$ cat config.mk
export PLATFORM = sky130hd
export DESIGN_NAME = dfm_fault_manager
export DESIGN_NICKNAME = d
export VERILOG_FILES = /design/src/logic/dfm_pkg.sv /design/src/logic/dfm_fault_manager.sv
export SDC_FILE = /design/constraint.sdc
export NUM_CORES = 1
export LEC_CHECK = 0
export ABC_AREA = 1
export BUFFER_PORTS_ARGS = -buffer_cell sky130_fd_sc_hd__buf_2
export CAP_MARGIN = 25
export CORE_AREA = 2 2 183 185
export CTS_CLUSTER_DIAMETER = 40
export DETAILED_ROUTE_END_ITERATION = 10
export DIE_AREA = 0 0 185 187
export PLACE_DENSITY_LB_ADDON = 0.05
export RECOVER_POWER = 100
export REMOVE_ABC_BUFFERS = 1
export SYNTH_ARGS = -nofsm -noshare
export SYNTH_HDL_FRONTEND = slang
export SYNTH_SLANG_ARGS = --single-unit
$ cat constraint.sdc
create_clock -name clk -period 3 [get_ports clk]
set_input_delay 0.15 -clock clk [delete_from_list [all_inputs] [get_ports clk]]
set_output_delay 0.15 -clock clk [all_outputs]
set_load 0.01 [all_outputs]
$ cat src/logic/dfm_pkg.sv
package dfm_pkg;
  localparam int ADDR_W = 8;
  localparam int DATA_W = 32;
  localparam int CLK_NS = 10;
  // Register byte offsets
  localparam logic [7:0] OFF_CTRL = 8'h00;
  localparam logic [7:0] OFF_STATUS = 8'h04;
  localparam logic [7:0] OFF_IRQ_STAT = 8'h08;
  localparam logic [7:0] OFF_IRQ_CLR = 8'h0C;
  localparam logic [7:0] OFF_IRQ_EN = 8'h10;
  localparam logic [7:0] OFF_HIST_SEL = 8'h14;
  localparam logic [7:0] OFF_HIST_DATA = 8'h18;
  localparam logic [7:0] OFF_HIST_CNT = 8'h1C;
  // CTRL fields
  localparam int CTRL_SEL_LSB = 0;
  localparam int CTRL_EXT_LSB = 4;
  localparam int CTRL_HOSTRST = 8;
  localparam logic [3:0] SEL_ON = 4'h1;
  localparam logic [3:0] SEL_RST = 4'h0;
  // Interrupt event bits
  localparam int IRQ_N = 3;
  localparam int IRQ_ALM_SET = 0;
  localparam int IRQ_WARN_SET = 1;
  localparam int IRQ_ALM_CLR = 2;
  // Fault numbers and details
  localparam logic [7:0] ALM_UNDERVOLT = 8'h10;
  localparam logic [7:0] ALM_SWITCH = 8'h11;
  localparam logic [7:0] ALM_RAM = 8'h12;
  localparam logic [7:0] ALM_CLOCK = 8'h13;
  localparam logic [7:0] ALM_PROCESS = 8'h14;
  localparam logic [7:0] ALM_NVMEM = 8'h15;
  localparam logic [7:0] ALM_PARAM = 8'h37;
  localparam logic [7:0] WARN_FIRST = 8'h91;
  localparam logic [7:0] WARN_LAST = 8'hF3;
  localparam logic [7:0] WARN_TOUGH = 8'hF0;
  localparam logic [3:0] DET_CTRL_SUPPLY = 4'h1;
  localparam logic [3:0] DET_RAM_NOCODE = 4'h6;
  localparam logic [3:0] DET_PROC_NOCODE = 4'hB;
  localparam logic [3:0] CODE_UNDERVOLT = 4'h2;
  localparam logic [3:0] CODE_ZERO = 4'h0;
  localparam logic [1:0] RESP_OKAY = 2'h0;
  localparam logic [1:0] RESP_SLVERR = 2'h2;

  typedef enum logic [1:0] {STOP_DB, STOP_EDB, STOP_SD} dfm_stop_t;

  typedef struct packed {
    logic valid;
    logic [7:0] number;
    logic [3:0] detail;
  } dfm_fault_t;

  typedef struct packed {
    logic codeValid;
    logic [3:0] code;
    dfm_stop_t stop;
    logic resetOk;
    logic record;
  } dfm_info_t;
endpackage

$ cat src/logic/dfm_fault_manager.sv
// Added by the designer: the AXI4-Lite slave port and the placing of the registers.
`timescale 1ns/1ps
module dfm_fault_manager #(
  parameter int unsigned DECEL_NS = 1000000,
  parameter int HIST_DEPTH = 16
) (
  input wire logic clk,
  input wire logic rst_b,
  input wire logic ce,
  input wire logic [dfm_pkg::ADDR_W-1:0] s_axi_awaddr,
  input wire logic s_axi_awvalid,
  output logic s_axi_awready,
  input wire logic [dfm_pkg::DATA_W-1:0] s_axi_wdata,
  input wire logic [3:0] s_axi_wstrb,
  input wire logic s_axi_wvalid,
  output logic s_axi_wready,
  output logic [1:0] s_axi_bresp,
  output logic s_axi_bvalid,
  input wire logic s_axi_bready,
  input wire logic [dfm_pkg::ADDR_W-1:0] s_axi_araddr,
  input wire logic s_axi_arvalid,
  output logic s_axi_arready,
  output logic [dfm_pkg::DATA_W-1:0] s_axi_rdata,
  output logic [1:0] s_axi_rresp,
  output logic s_axi_rvalid,
  input wire logic s_axi_rready,
  input wire dfm_pkg::dfm_fault_t faultEvt,
  input wire logic alarmCause,
  input wire logic warnCause,
  input wire logic panelAlarmShown,
  input wire logic faultClearInput,
  input wire logic panelSetKey,
  input wire logic driveEnableInput,
  input wire logic extUnitPresent,
  output logic faultIndicator,
  output logic faultCodeBit0,
  output logic faultCodeBit1,
  output logic faultCodeBit2,
  output logic faultCodeBit3,
  output logic faultCodeValid,
  output logic decelCmd,
  output logic brakeCmd,
  output logic irq
);
  localparam int unsigned DECEL_CYC_RAW = (DECEL_NS + dfm_pkg::CLK_NS - 1) / dfm_pkg::CLK_NS;
  localparam int unsigned DECEL_CYC = (DECEL_CYC_RAW < 1) ? 1 : DECEL_CYC_RAW;
  localparam int HW = (HIST_DEPTH > 1) ? $clog2(HIST_DEPTH) : 1;
  localparam logic [HW:0] HIST_FULL = HIST_DEPTH[HW:0];

  typedef enum logic [1:0] {ST_RUN, ST_DECEL, ST_BRAKE} dfm_state_t;

  // Pin synchronisers: clear, panel key, drive enable, extension strap
  logic [3:0] pinMeta_reg;
  logic [3:0] pinSync_reg;
  logic [1:0] pinPrev_reg;
  always_ff @(posedge clk or negedge rst_b) begin
    if (!rst_b) begin
      pinMeta_reg <= 4'h0;
      pinSync_reg <= 4'h0;
      pinPrev_reg <= 2'h0;
    end else if (ce) begin
      pinMeta_reg <= {extUnitPresent, driveEnableInput, panelSetKey, faultClearInput};
      pinSync_reg <= pinMeta_reg;
      pinPrev_reg <= pinSync_reg[1:0];
    end
  end
  logic clrEdge;
  logic keyEdge;
  assign clrEdge = pinSync_reg[0] && !pinPrev_reg[0];
  assign keyEdge = pinSync_reg[1] && !pinPrev_reg[1];

  function automatic dfm_pkg::dfm_info_t alarmInfo(input logic [7:0] num, input logic [3:0] det);
    dfm_pkg::dfm_info_t r;
    r.codeValid = 1'b0;
    r.code = dfm_pkg::CODE_ZERO;
    r.stop = dfm_pkg::STOP_DB;
    r.resetOk = 1'b0;
    r.record = (num != dfm_pkg::ALM_PARAM);
    case (num)
      dfm_pkg::ALM_UNDERVOLT: begin
        r.codeValid = 1'b1;
        r.code = dfm_pkg::CODE_UNDERVOLT;
        r.stop = (det == dfm_pkg::DET_CTRL_SUPPLY) ? dfm_pkg::STOP_EDB : dfm_pkg::STOP_SD;
        r.resetOk = 1'b1;
      end
      dfm_pkg::ALM_SWITCH: r.codeValid = 1'b0;
      dfm_pkg::ALM_RAM: r.codeValid = (det != dfm_pkg::DET_RAM_NOCODE);
      dfm_pkg::ALM_CLOCK: r.codeValid = 1'b1;
      dfm_pkg::ALM_PROCESS: r.codeValid = (det != dfm_pkg::DET_PROC_NOCODE);
      dfm_pkg::ALM_NVMEM: r.codeValid = 1'b1;
      default: r.resetOk = 1'b1;
    endcase
    return r;
  endfunction

  // Register file state
  logic [3:0] codeSel_reg;
  logic [3:0] extSel_reg;
  logic hostReset_reg;
  localparam int IRQ_N_W = dfm_pkg::IRQ_N;
  logic [IRQ_N_W-1:0] irqStat_reg;
  logic [IRQ_N_W-1:0] irqEn_reg;
  logic [HW-1:0] histSel_reg;

  // AXI4-Lite write channel
  logic awHave_reg;
  logic wHave_reg;
  logic [7:0] awAddr_reg;
  logic [31:0] wData_reg;
  logic [3:0] wStrb_reg;
  logic wrFire;
  logic wrMapped;
  assign wrFire = awHave_reg && wHave_reg && !s_axi_bvalid;
  assign wrMapped = (awAddr_reg == dfm_pkg::OFF_CTRL) || (awAddr_reg == dfm_pkg::OFF_IRQ_CLR) ||
                    (awAddr_reg == dfm_pkg::OFF_IRQ_EN) || (awAddr_reg == dfm_pkg::OFF_HIST_SEL);
  always_ff @(posedge clk or negedge rst_b) begin
    if (!rst_b) begin
      awHave_reg <= 1'b0;
      wHave_reg <= 1'b0;
      awAddr_reg <= 8'h00;
      wData_reg <= 32'h0000_0000;
      wStrb_reg <= 4'h0;
      s_axi_awready <= 1'b1;
      s_axi_wready <= 1'b1;
      s_axi_bvalid <= 1'b0;
      s_axi_bresp <= dfm_pkg::RESP_OKAY;
    end else if (ce) begin
      if (s_axi_awready && s_axi_awvalid) begin
        awAddr_reg <= s_axi_awaddr;
        awHave_reg <= 1'b1;
        s_axi_awready <= 1'b0;
      end
      if (s_axi_wready && s_axi_wvalid) begin
        wData_reg <= s_axi_wdata;
        wStrb_reg <= s_axi_wstrb;
        wHave_reg <= 1'b1;
        s_axi_wready <= 1'b0;
      end
      if (wrFire) begin
        awHave_reg <= 1'b0;
        wHave_reg <= 1'b0;
        s_axi_bvalid <= 1'b1;
        s_axi_bresp <= wrMapped ? dfm_pkg::RESP_OKAY : dfm_pkg::RESP_SLVERR;
      end
      if (s_axi_bvalid && s_axi_bready) begin
        s_axi_bvalid <= 1'b0;
        s_axi_awready <= 1'b1;
        s_axi_wready <= 1'b1;
      end
    end
  end

  // Control register and host reset command
  always_ff @(posedge clk or negedge rst_b) begin
    if (!rst_b) begin
      codeSel_reg <= dfm_pkg::SEL_RST;
      extSel_reg <= dfm_pkg::SEL_RST;
      hostReset_reg <= 1'b0;
      irqEn_reg <= '0;
      histSel_reg <= '0;
    end else if (ce) begin
      hostReset_reg <= 1'b0;
      if (wrFire && awAddr_reg == dfm_pkg::OFF_CTRL) begin
        if (wStrb_reg[0]) begin
          codeSel_reg <= wData_reg[dfm_pkg::CTRL_SEL_LSB +: 4];
          extSel_reg <= wData_reg[dfm_pkg::CTRL_EXT_LSB +: 4];
        end
        if (wStrb_reg[1]) begin
          hostReset_reg <= wData_reg[dfm_pkg::CTRL_HOSTRST];
        end
      end
      if (wrFire && awAddr_reg == dfm_pkg::OFF_IRQ_EN && wStrb_reg[0]) begin
        irqEn_reg <= wData_reg[IRQ_N_W-1:0];
      end
      if (wrFire && awAddr_reg == dfm_pkg::OFF_HIST_SEL && wStrb_reg[0]) begin
        histSel_reg <= wData_reg[HW-1:0];
      end
    end
  end

  // Alarm latch, code outputs and indicator
  dfm_pkg::dfm_info_t evtInfo;
  dfm_pkg::dfm_info_t curInfo_reg;
  logic alarmActive_reg;
  logic [7:0] alarmNum_reg;
  logic [3:0] alarmDet_reg;
  logic evtIsWarn;
  logic alarmSet;
  logic resetReq;
  logic alarmClr;
  logic ext4;
  logic sel3;
  assign evtInfo = alarmInfo(faultEvt.number, faultEvt.detail);
  assign evtIsWarn = (faultEvt.number >= dfm_pkg::WARN_FIRST) &&
                     (faultEvt.number <= dfm_pkg::WARN_LAST);
  assign alarmSet = faultEvt.valid && !evtIsWarn && !alarmActive_reg;
  assign resetReq = clrEdge || (keyEdge && panelAlarmShown) || hostReset_reg;
  assign alarmClr = alarmActive_reg && resetReq && !alarmCause && curInfo_reg.resetOk;
  assign ext4 = pinSync_reg[3] && (extSel_reg == dfm_pkg::SEL_ON);
  assign sel3 = (codeSel_reg == dfm_pkg::SEL_ON);
  always_ff @(posedge clk or negedge rst_b) begin
    if (!rst_b) begin
      alarmActive_reg <= 1'b0;
      alarmNum_reg <= 8'h00;
      alarmDet_reg <= 4'h0;
      curInfo_reg <= '0;
      faultIndicator <= 1'b1;
      {faultCodeBit3, faultCodeBit2, faultCodeBit1, faultCodeBit0} <= dfm_pkg::CODE_ZERO;
      faultCodeValid <= 1'b0;
    end else if (ce) begin
      if (alarmSet) begin
        alarmActive_reg <= 1'b1;
        alarmNum_reg <= faultEvt.number;
        alarmDet_reg <= faultEvt.detail;
        curInfo_reg <= evtInfo;
        faultIndicator <= 1'b0;
        faultCodeValid <= evtInfo.codeValid && (ext4 || sel3);
        faultCodeBit0 <= evtInfo.codeValid && (ext4 || sel3) && evtInfo.code[0];
        faultCodeBit1 <= evtInfo.codeValid && (ext4 || sel3) && evtInfo.code[1];
        faultCodeBit2 <= evtInfo.codeValid && (ext4 || sel3) && evtInfo.code[2];
        faultCodeBit3 <= evtInfo.codeValid && ext4 && evtInfo.code[3];
      end else if (alarmClr) begin
        alarmActive_reg <= 1'b0;
        faultIndicator <= 1'b1;
        {faultCodeBit3, faultCodeBit2, faultCodeBit1, faultCodeBit0} <= dfm_pkg::CODE_ZERO;
        faultCodeValid <= 1'b0;
      end
    end
  end

  // Warnings: self-clearing once the cause drops, new event wins
  logic warnActive_reg;
  logic [7:0] warnNum_reg;
  logic warnSet;
  assign warnSet = faultEvt.valid && evtIsWarn;
  always_ff @(posedge clk or negedge rst_b) begin
    if (!rst_b) begin
      warnActive_reg <= 1'b0;
      warnNum_reg <= 8'h00;
    end else if (ce) begin
      if (warnSet) begin
        warnActive_reg <= 1'b1;
        warnNum_reg <= faultEvt.number;
      end else if (!warnCause) begin
        warnActive_reg <= 1'b0;
      end
    end
  end

  // Stop sequencing
  dfm_state_t state_reg;
  logic [31:0] decelCnt_reg;
  always_ff @(posedge clk or negedge rst_b) begin
    if (!rst_b) begin
      state_reg <= ST_RUN;
      decelCnt_reg <= 32'h0000_0000;
      decelCmd <= 1'b0;
      brakeCmd <= 1'b0;
    end else if (ce) begin
      case (state_reg)
        ST_RUN: begin
          if (alarmSet && evtInfo.stop == dfm_pkg::STOP_SD) begin
            state_reg <= ST_DECEL;
            decelCnt_reg <= 32'h0000_0000;
            decelCmd <= 1'b1;
          end else if (alarmSet) begin
            state_reg <= ST_BRAKE;
            brakeCmd <= 1'b1;
          end
        end
        ST_DECEL: begin
          if (alarmClr) begin
            state_reg <= ST_RUN;
            decelCmd <= 1'b0;
          end else if (decelCnt_reg == DECEL_CYC - 1) begin
            state_reg <= ST_BRAKE;
            decelCmd <= 1'b0;
            brakeCmd <= 1'b1;
          end else begin
            decelCnt_reg <= decelCnt_reg + 32'h0000_0001;
          end
        end
        ST_BRAKE: begin
          if (alarmClr) begin
            state_reg <= ST_RUN;
            brakeCmd <= 1'b0;
          end
        end
        default: begin
          state_reg <= ST_RUN;
          decelCmd <= 1'b0;
          brakeCmd <= 1'b0;
        end
      endcase
    end
  end

  // Fault history, newest entry at selection 0
  logic [11:0] histMem [HIST_DEPTH];
  logic [HW-1:0] histWr_reg;
  logic [HW:0] histCnt_reg;
  logic histPush;
  logic [HW-1:0] histRdIdx;
  assign histPush = (alarmSet && evtInfo.record) ||
                    (warnSet && faultEvt.number == dfm_pkg::WARN_TOUGH);
  assign histRdIdx = histWr_reg - histSel_reg - {{(HW-1){1'b0}}, 1'b1};
  always_ff @(posedge clk or negedge rst_b) begin
    if (!rst_b) begin
      histWr_reg <= '0;
      histCnt_reg <= '0;
    end else if (ce && histPush) begin
      histWr_reg <= (histWr_reg == HIST_FULL[HW-1:0] - 1'b1) ? '0 : histWr_reg + 1'b1;
      if (histCnt_reg != HIST_FULL) begin
        histCnt_reg <= histCnt_reg + 1'b1;
      end
    end
  end
  always_ff @(posedge clk) begin
    if (ce && histPush) begin
      histMem[histWr_reg] <= {faultEvt.number, faultEvt.detail};
    end
  end

  // Interrupt status, set wins over clear
  logic [IRQ_N_W-1:0] irqEvt;
  logic [IRQ_N_W-1:0] irqClr;
  assign irqEvt = {alarmClr, warnSet, alarmSet};
  assign irqClr = (wrFire && awAddr_reg == dfm_pkg::OFF_IRQ_CLR && wStrb_reg[0]) ?
                  wData_reg[IRQ_N_W-1:0] : '0;
  always_ff @(posedge clk or negedge rst_b) begin
    if (!rst_b) begin
      irqStat_reg <= '0;
      irq <= 1'b0;
    end else if (ce) begin
      irqStat_reg <= (irqStat_reg & ~irqClr) | irqEvt;
      irq <= |(irqStat_reg & irqEn_reg);
    end
  end

  // AXI4-Lite read channel
  logic [31:0] rdMux;
  logic rdMapped;
  always_comb begin
    rdMux = 32'h0000_0000;
    rdMapped = 1'b1;
    case (s_axi_araddr)
      dfm_pkg::OFF_CTRL: rdMux = {24'h00_0000, extSel_reg, codeSel_reg};
      dfm_pkg::OFF_STATUS: rdMux = {4'h0, warnNum_reg, alarmNum_reg, alarmDet_reg,
                                    2'h0, pinSync_reg[3:2], decelCmd, brakeCmd,
                                    warnActive_reg, alarmActive_reg};
      dfm_pkg::OFF_IRQ_STAT: rdMux[IRQ_N_W-1:0] = irqStat_reg;
      dfm_pkg::OFF_IRQ_CLR: rdMux = 32'h0000_0000;
      dfm_pkg::OFF_IRQ_EN: rdMux[IRQ_N_W-1:0] = irqEn_reg;
      dfm_pkg::OFF_HIST_SEL: rdMux[HW-1:0] = histSel_reg;
      dfm_pkg::OFF_HIST_DATA: rdMux[11:0] = ({1'b0, histSel_reg} < histCnt_reg) ?
                                            histMem[histRdIdx] : 12'h000;
      dfm_pkg::OFF_HIST_CNT: rdMux[HW:0] = histCnt_reg;
      default: rdMapped = 1'b0;
    endcase
  end
  always_ff @(posedge clk or negedge rst_b) begin
    if (!rst_b) begin
      s_axi_arready <= 1'b1;
      s_axi_rvalid <= 1'b0;
      s_axi_rdata <= 32'h0000_0000;
      s_axi_rresp <= dfm_pkg::RESP_OKAY;
    end else if (ce) begin
      if (s_axi_arready && s_axi_arvalid) begin
        s_axi_arready <= 1'b0;
        s_axi_rvalid <= 1'b1;
        s_axi_rdata <= rdMux;
        s_axi_rresp <= rdMapped ? dfm_pkg::RESP_OKAY : dfm_pkg::RESP_SLVERR;
      end else if (s_axi_rvalid && s_axi_rready) begin
        s_axi_rvalid <= 1'b0;
        s_axi_arready <= 1'b1;
      end
    end
  end
endmodule

==> results.py <==
metrics = {
    "synth": {
        "synthCells": 1788,
        "netlist_area_sq_mm": 0.01617,
        "ys_types": 46,
        "ys_seq_area_share_pct": 60.00,
        "synthMuxAreaShare_pct": 0.06191,
        "synth_edf_count": 192,
        "synthAdderAreaFrac_pct": 1.130,
        "synth_compound_area_share_pct": 4.303,
        "synth_xor_xnor_area_share_pct": 1.292,
        "yosysWarnings": 0,
        "synth_top_family_by_area": "simple AND/OR/NAND/NOR gates",
        "postSynth.asyncResetShare_pct": 44.99,
        "ys_ff_latch": 349,
        "avgSynthCellArea_sq_um": 9.042,
        "synth-simple-area-share_pct": 27.92,
        "synth_ff_type": "edfxtp_1",
    },
    "cells_and_area": {
        "fin_util_pct": 57.94,
        "drive_gt1_share_pct": 9.879,
        "n_antenna_cell": 0,
        "final_cells": 2432,
        "finalNetCount": 2040,
        "syn_to_final_growth_pct": 17.78,
        "fin_area_sq_mm": 0.01904,
        "largest_reg_flops": 192,
    },
    "worst_setup_path": {
        "r2r_setup_slack_ns": 0.31,
        "arrival_ns": 2.94,
        "reg2reg_to": "s_axi_rdata[1]$_DFFE_PN0P_",
        "crit_cells": 10,
        "r2r-start": "histSel_reg[0]$_DFFE_PN0P_",
        "path_cells": "dlygate4sd3_1 -> clkbuf_1 -> clkbuf_1 -> nor2_1 -> nand3_1 -> nand2_1 -> nand2_2 -> nand2_1 -> nor2_1 -> clkbuf_1",
        "cp-end-kind": "flip-flop",
        "cp_slowest_cell": "clkbuf_1",
        "critPathBufInv": 4,
        "critical-path-top-delay-family": "buffers and inverters",
        "max_stage_delay_ns": 0.64,
        "start_kind": "input port",
        "cp_max_fo": 17,
        "required_ns": 3.22,
        "cpMostUsedCell": "clkbuf_1",
        "reg2reg_depth": 16,
        "critical_path_class": "in2reg",
    },
    "hold_path": {
        "hold-path-cell-count": 4,
        "min_from": "s_axi_awvalid",
        "hold-path-endpoint": "s_axi_awready$_DFFE_PN1P_",
        "hp-class": "in2reg",
    },
    "pwr": {
        "power_per_cell_area_mw_per_mm2": 830.3,
        "p_leak_nw": 8.394,
        "ir_worst_vdd_mv": 0.6007,
    },
    "status": {
        "violations": "max-capacitance violations, max-slew violations",
        "outcome": "complete, but fails checks",
    },
    "placement": {
        "place_inst": 2308,
        "hpwl_microns": 27210,
        "placed_area_sq_mm": 0.01721,
        "gp_congestion": 0.8498,
        "port_buffers": 95,
    },
    "timing": {
        "fin_crit_sh_pct": 90.75,
        "holdWs_ns": 0.05037,
        "worst_pin_slew_ns": 2.384,
        "finalHoldViolCount": 0,
        "relSlewSlack_pct": -58.94,
        "final.setup_skew_ns": 0.01379,
        "max_freq_ghz": 0.3673,
        "fin_crit_ns": 2.722,
        "setup-tns-final_ns": 0,
        "rsz0062_at_grt": "false",
        "setup_violations": 0,
        "slew_violations": 97,
    },
    "floorplan": {
        "initial_core_util_pct": 49.20,
        "die_area_sq_mm": 0.03460,
        "num_io_pins": 130,
        "die_x_microns": 185,
        "rows": 67,
        "core_sq_mm": 0.03286,
        "fp.dieH_microns": 187,
    },
    "detailed_routing": {
        "via_count": 12416,
        "ant_nets": 0,
        "drt_wl_total_microns": 41450,
        "avgViaCountPerCell": 5.105,
        "drc": 0,
        "dr.pass1.iters": 5,
        "wl_per_cell_microns": 17.04,
        "drt_iter0_markers": 881,
    },
    "clocking": {
        "htree_num_levels": 2,
        "cts_inserted_buffers": 46,
        "cts_buffer_depth": 3,
        "post-cts-setup-buffers": 0,
        "cts_resized": 0,
        "tritoncts": "done",
        "root_buffer": "clkbuf_16",
        "clk_pin_slew_ns": 0.06,
        "clock_latency_ns": 0.56,
        "cts.sinks": 349,
        "holdBufCountCts": 38,
    },
    "job": {
        "maxCapViolations": 1,
    },
    "global_routing": {
        "grt_pass1_wl_microns": 65130,
        "globalRouteOverflowTotal": 0,
        "grt.total_usage_pct": 24.32,
        "antenna_found_initial": 0,
        "grt_pass1_vias": 11904,
        "grt_max_degree": 98,
    },
}
through the flow:
stage	total power [mW]	worst slack, ns
after detailed placement	10.32	0.4136
after floorplan	8.531	-0.9426
after global placement	10.27	0.4154
after global routing	16.71	0.1053
after CTS	15.98	0.3998
final	15.81	0.2775
worst register-to-register path: cells and delay by family (launching register included):
kind | cells | cell delay [ns]
AND/OR/NAND/NOR | 8 | 0.64
AO/OA/AOI/OAI | 2 | 0.31
adder cells (fa/ha/maj) | 2 | 0.71
flip-flops | 1 | 0.40
buffers and inverters | 4 | 0.56
cells in the mapped netlist (2+ instances only):
cell | number | area, sq um
edfxtp_1 | 192 | 5766
buf_2 | 30 | 150.1
nand4_1 | 18 | 112.6
nor2_4 | 5 | 56.30
o21ai_0 | 55 | 275.3
xor2_1 | 16 | 140.1
dfrtp_1 | 153 | 3829
and3_1 | 3 | 18.77
nor3_1 | 17 | 85.08
clkbuf_1 | 22 | 82.58
nor2_1 | 109 | 409.1
nand3b_1 | 2 | 15.01
inv_2 | 11 | 41.29
o21a_1 | 3 | 22.52
xnor2_1 | 6 | 52.55
nand2_4 | 2 | 22.52
dfstp_2 | 4 | 105.1
buf_4 | 19 | 142.6
nand3_1 | 175 | 875.8
inv_1 | 103 | 386.6
nor3_2 | 2 | 20.02
a21oi_1 | 21 | 105.1
buf_6 | 4 | 45.04
nor4_1 | 3 | 18.77
nor2_2 | 6 | 37.54
nand2_1 | 716 | 2688
o31ai_1 | 5 | 37.54
ha_1 | 13 | 162.7
o21ai_1 | 45 | 225.2
nand2_2 | 10 | 62.56
nand3_2 | 3 | 30.03
worst max-delay path by stage:
stage / startpoint / end / slack (ns)
after floorplan: histWr_reg[0]$_DFFE_PN0P_ / s_axi_rdata[1]$_DFFE_PN0P_ / -0.94
after global placement: histSel_reg[0]$_DFFE_PN0P_ / s_axi_rdata[10]$_DFFE_PN0P_ / 0.42
after detailed placement: histSel_reg[0]$_DFFE_PN0P_ / s_axi_rdata[10]$_DFFE_PN0P_ / 0.41
after CTS: histSel_reg[0]$_DFFE_PN0P_ / s_axi_rdata[10]$_DFFE_PN0P_ / 0.40
after global routing: faultEvt[9] / histMem[5][11]$_DFFE_PP_ / 0.11
final: faultEvt[11] / histMem[5][11]$_DFFE_PP_ / 0.28
final cells by class:
| cell class | instances | area [sq um] |
|---|---|---|
| clock inverters | 28 | 342.8 |
| well taps | 448 | 560.5 |
| inverters | 114 | 427.9 |
| repair buffers | 178 | 1137 |
| clock buffers | 58 | 1246 |
| flip-flops and latches | 349 | 9699 |
| fillers | 3006 | 13820 |
| multi-input cells | 1257 | 5627 |
cell usage in the layout, fill, tap and decap left out, types with 8 or more instances in the layout:
master / n
a21oi_1: 21
conb_1: 9
dlygate4sd3_1: 38
nand2_1: 720
buf_2: 41
edfxtp_1: 192
xor2_1: 16
ha_1: 13
dfrtp_1: 153
clkbuf_1: 68
nor3_1: 17
buf_4: 27
inv_2: 8
nor2_1: 109
nand4_1: 18
o21ai_0: 86
clkbuf_16: 46
o21ai_1: 14
nand3_1: 175
inv_1: 105
metal layers:
metal,GRT usage [%],share of wire (%)
met3,3.836,5.3
met4,7.753,2.8
met1,33.69,45
met2,39.43,47
met5,0,0
cells by family after synthesis:
kind of cell,count (synthesis)
AND/OR/NAND/NOR,1077
XOR/XNOR,23
flip-flops,349
buffers and inverters,190
multiplexers,1
other,1
adder cells (fa/ha/maj),14
AO/OA/AOI/OAI,133
report_power, final:
group          leakage, nW  internal, mW  switching [mW]  total (mW)
clock network        0.771          3.43            2.17        5.61
registers             3.75          5.35           0.235        5.59
logic                 3.88          1.40            3.21        4.61
Power figures use the tool's default switching activity.
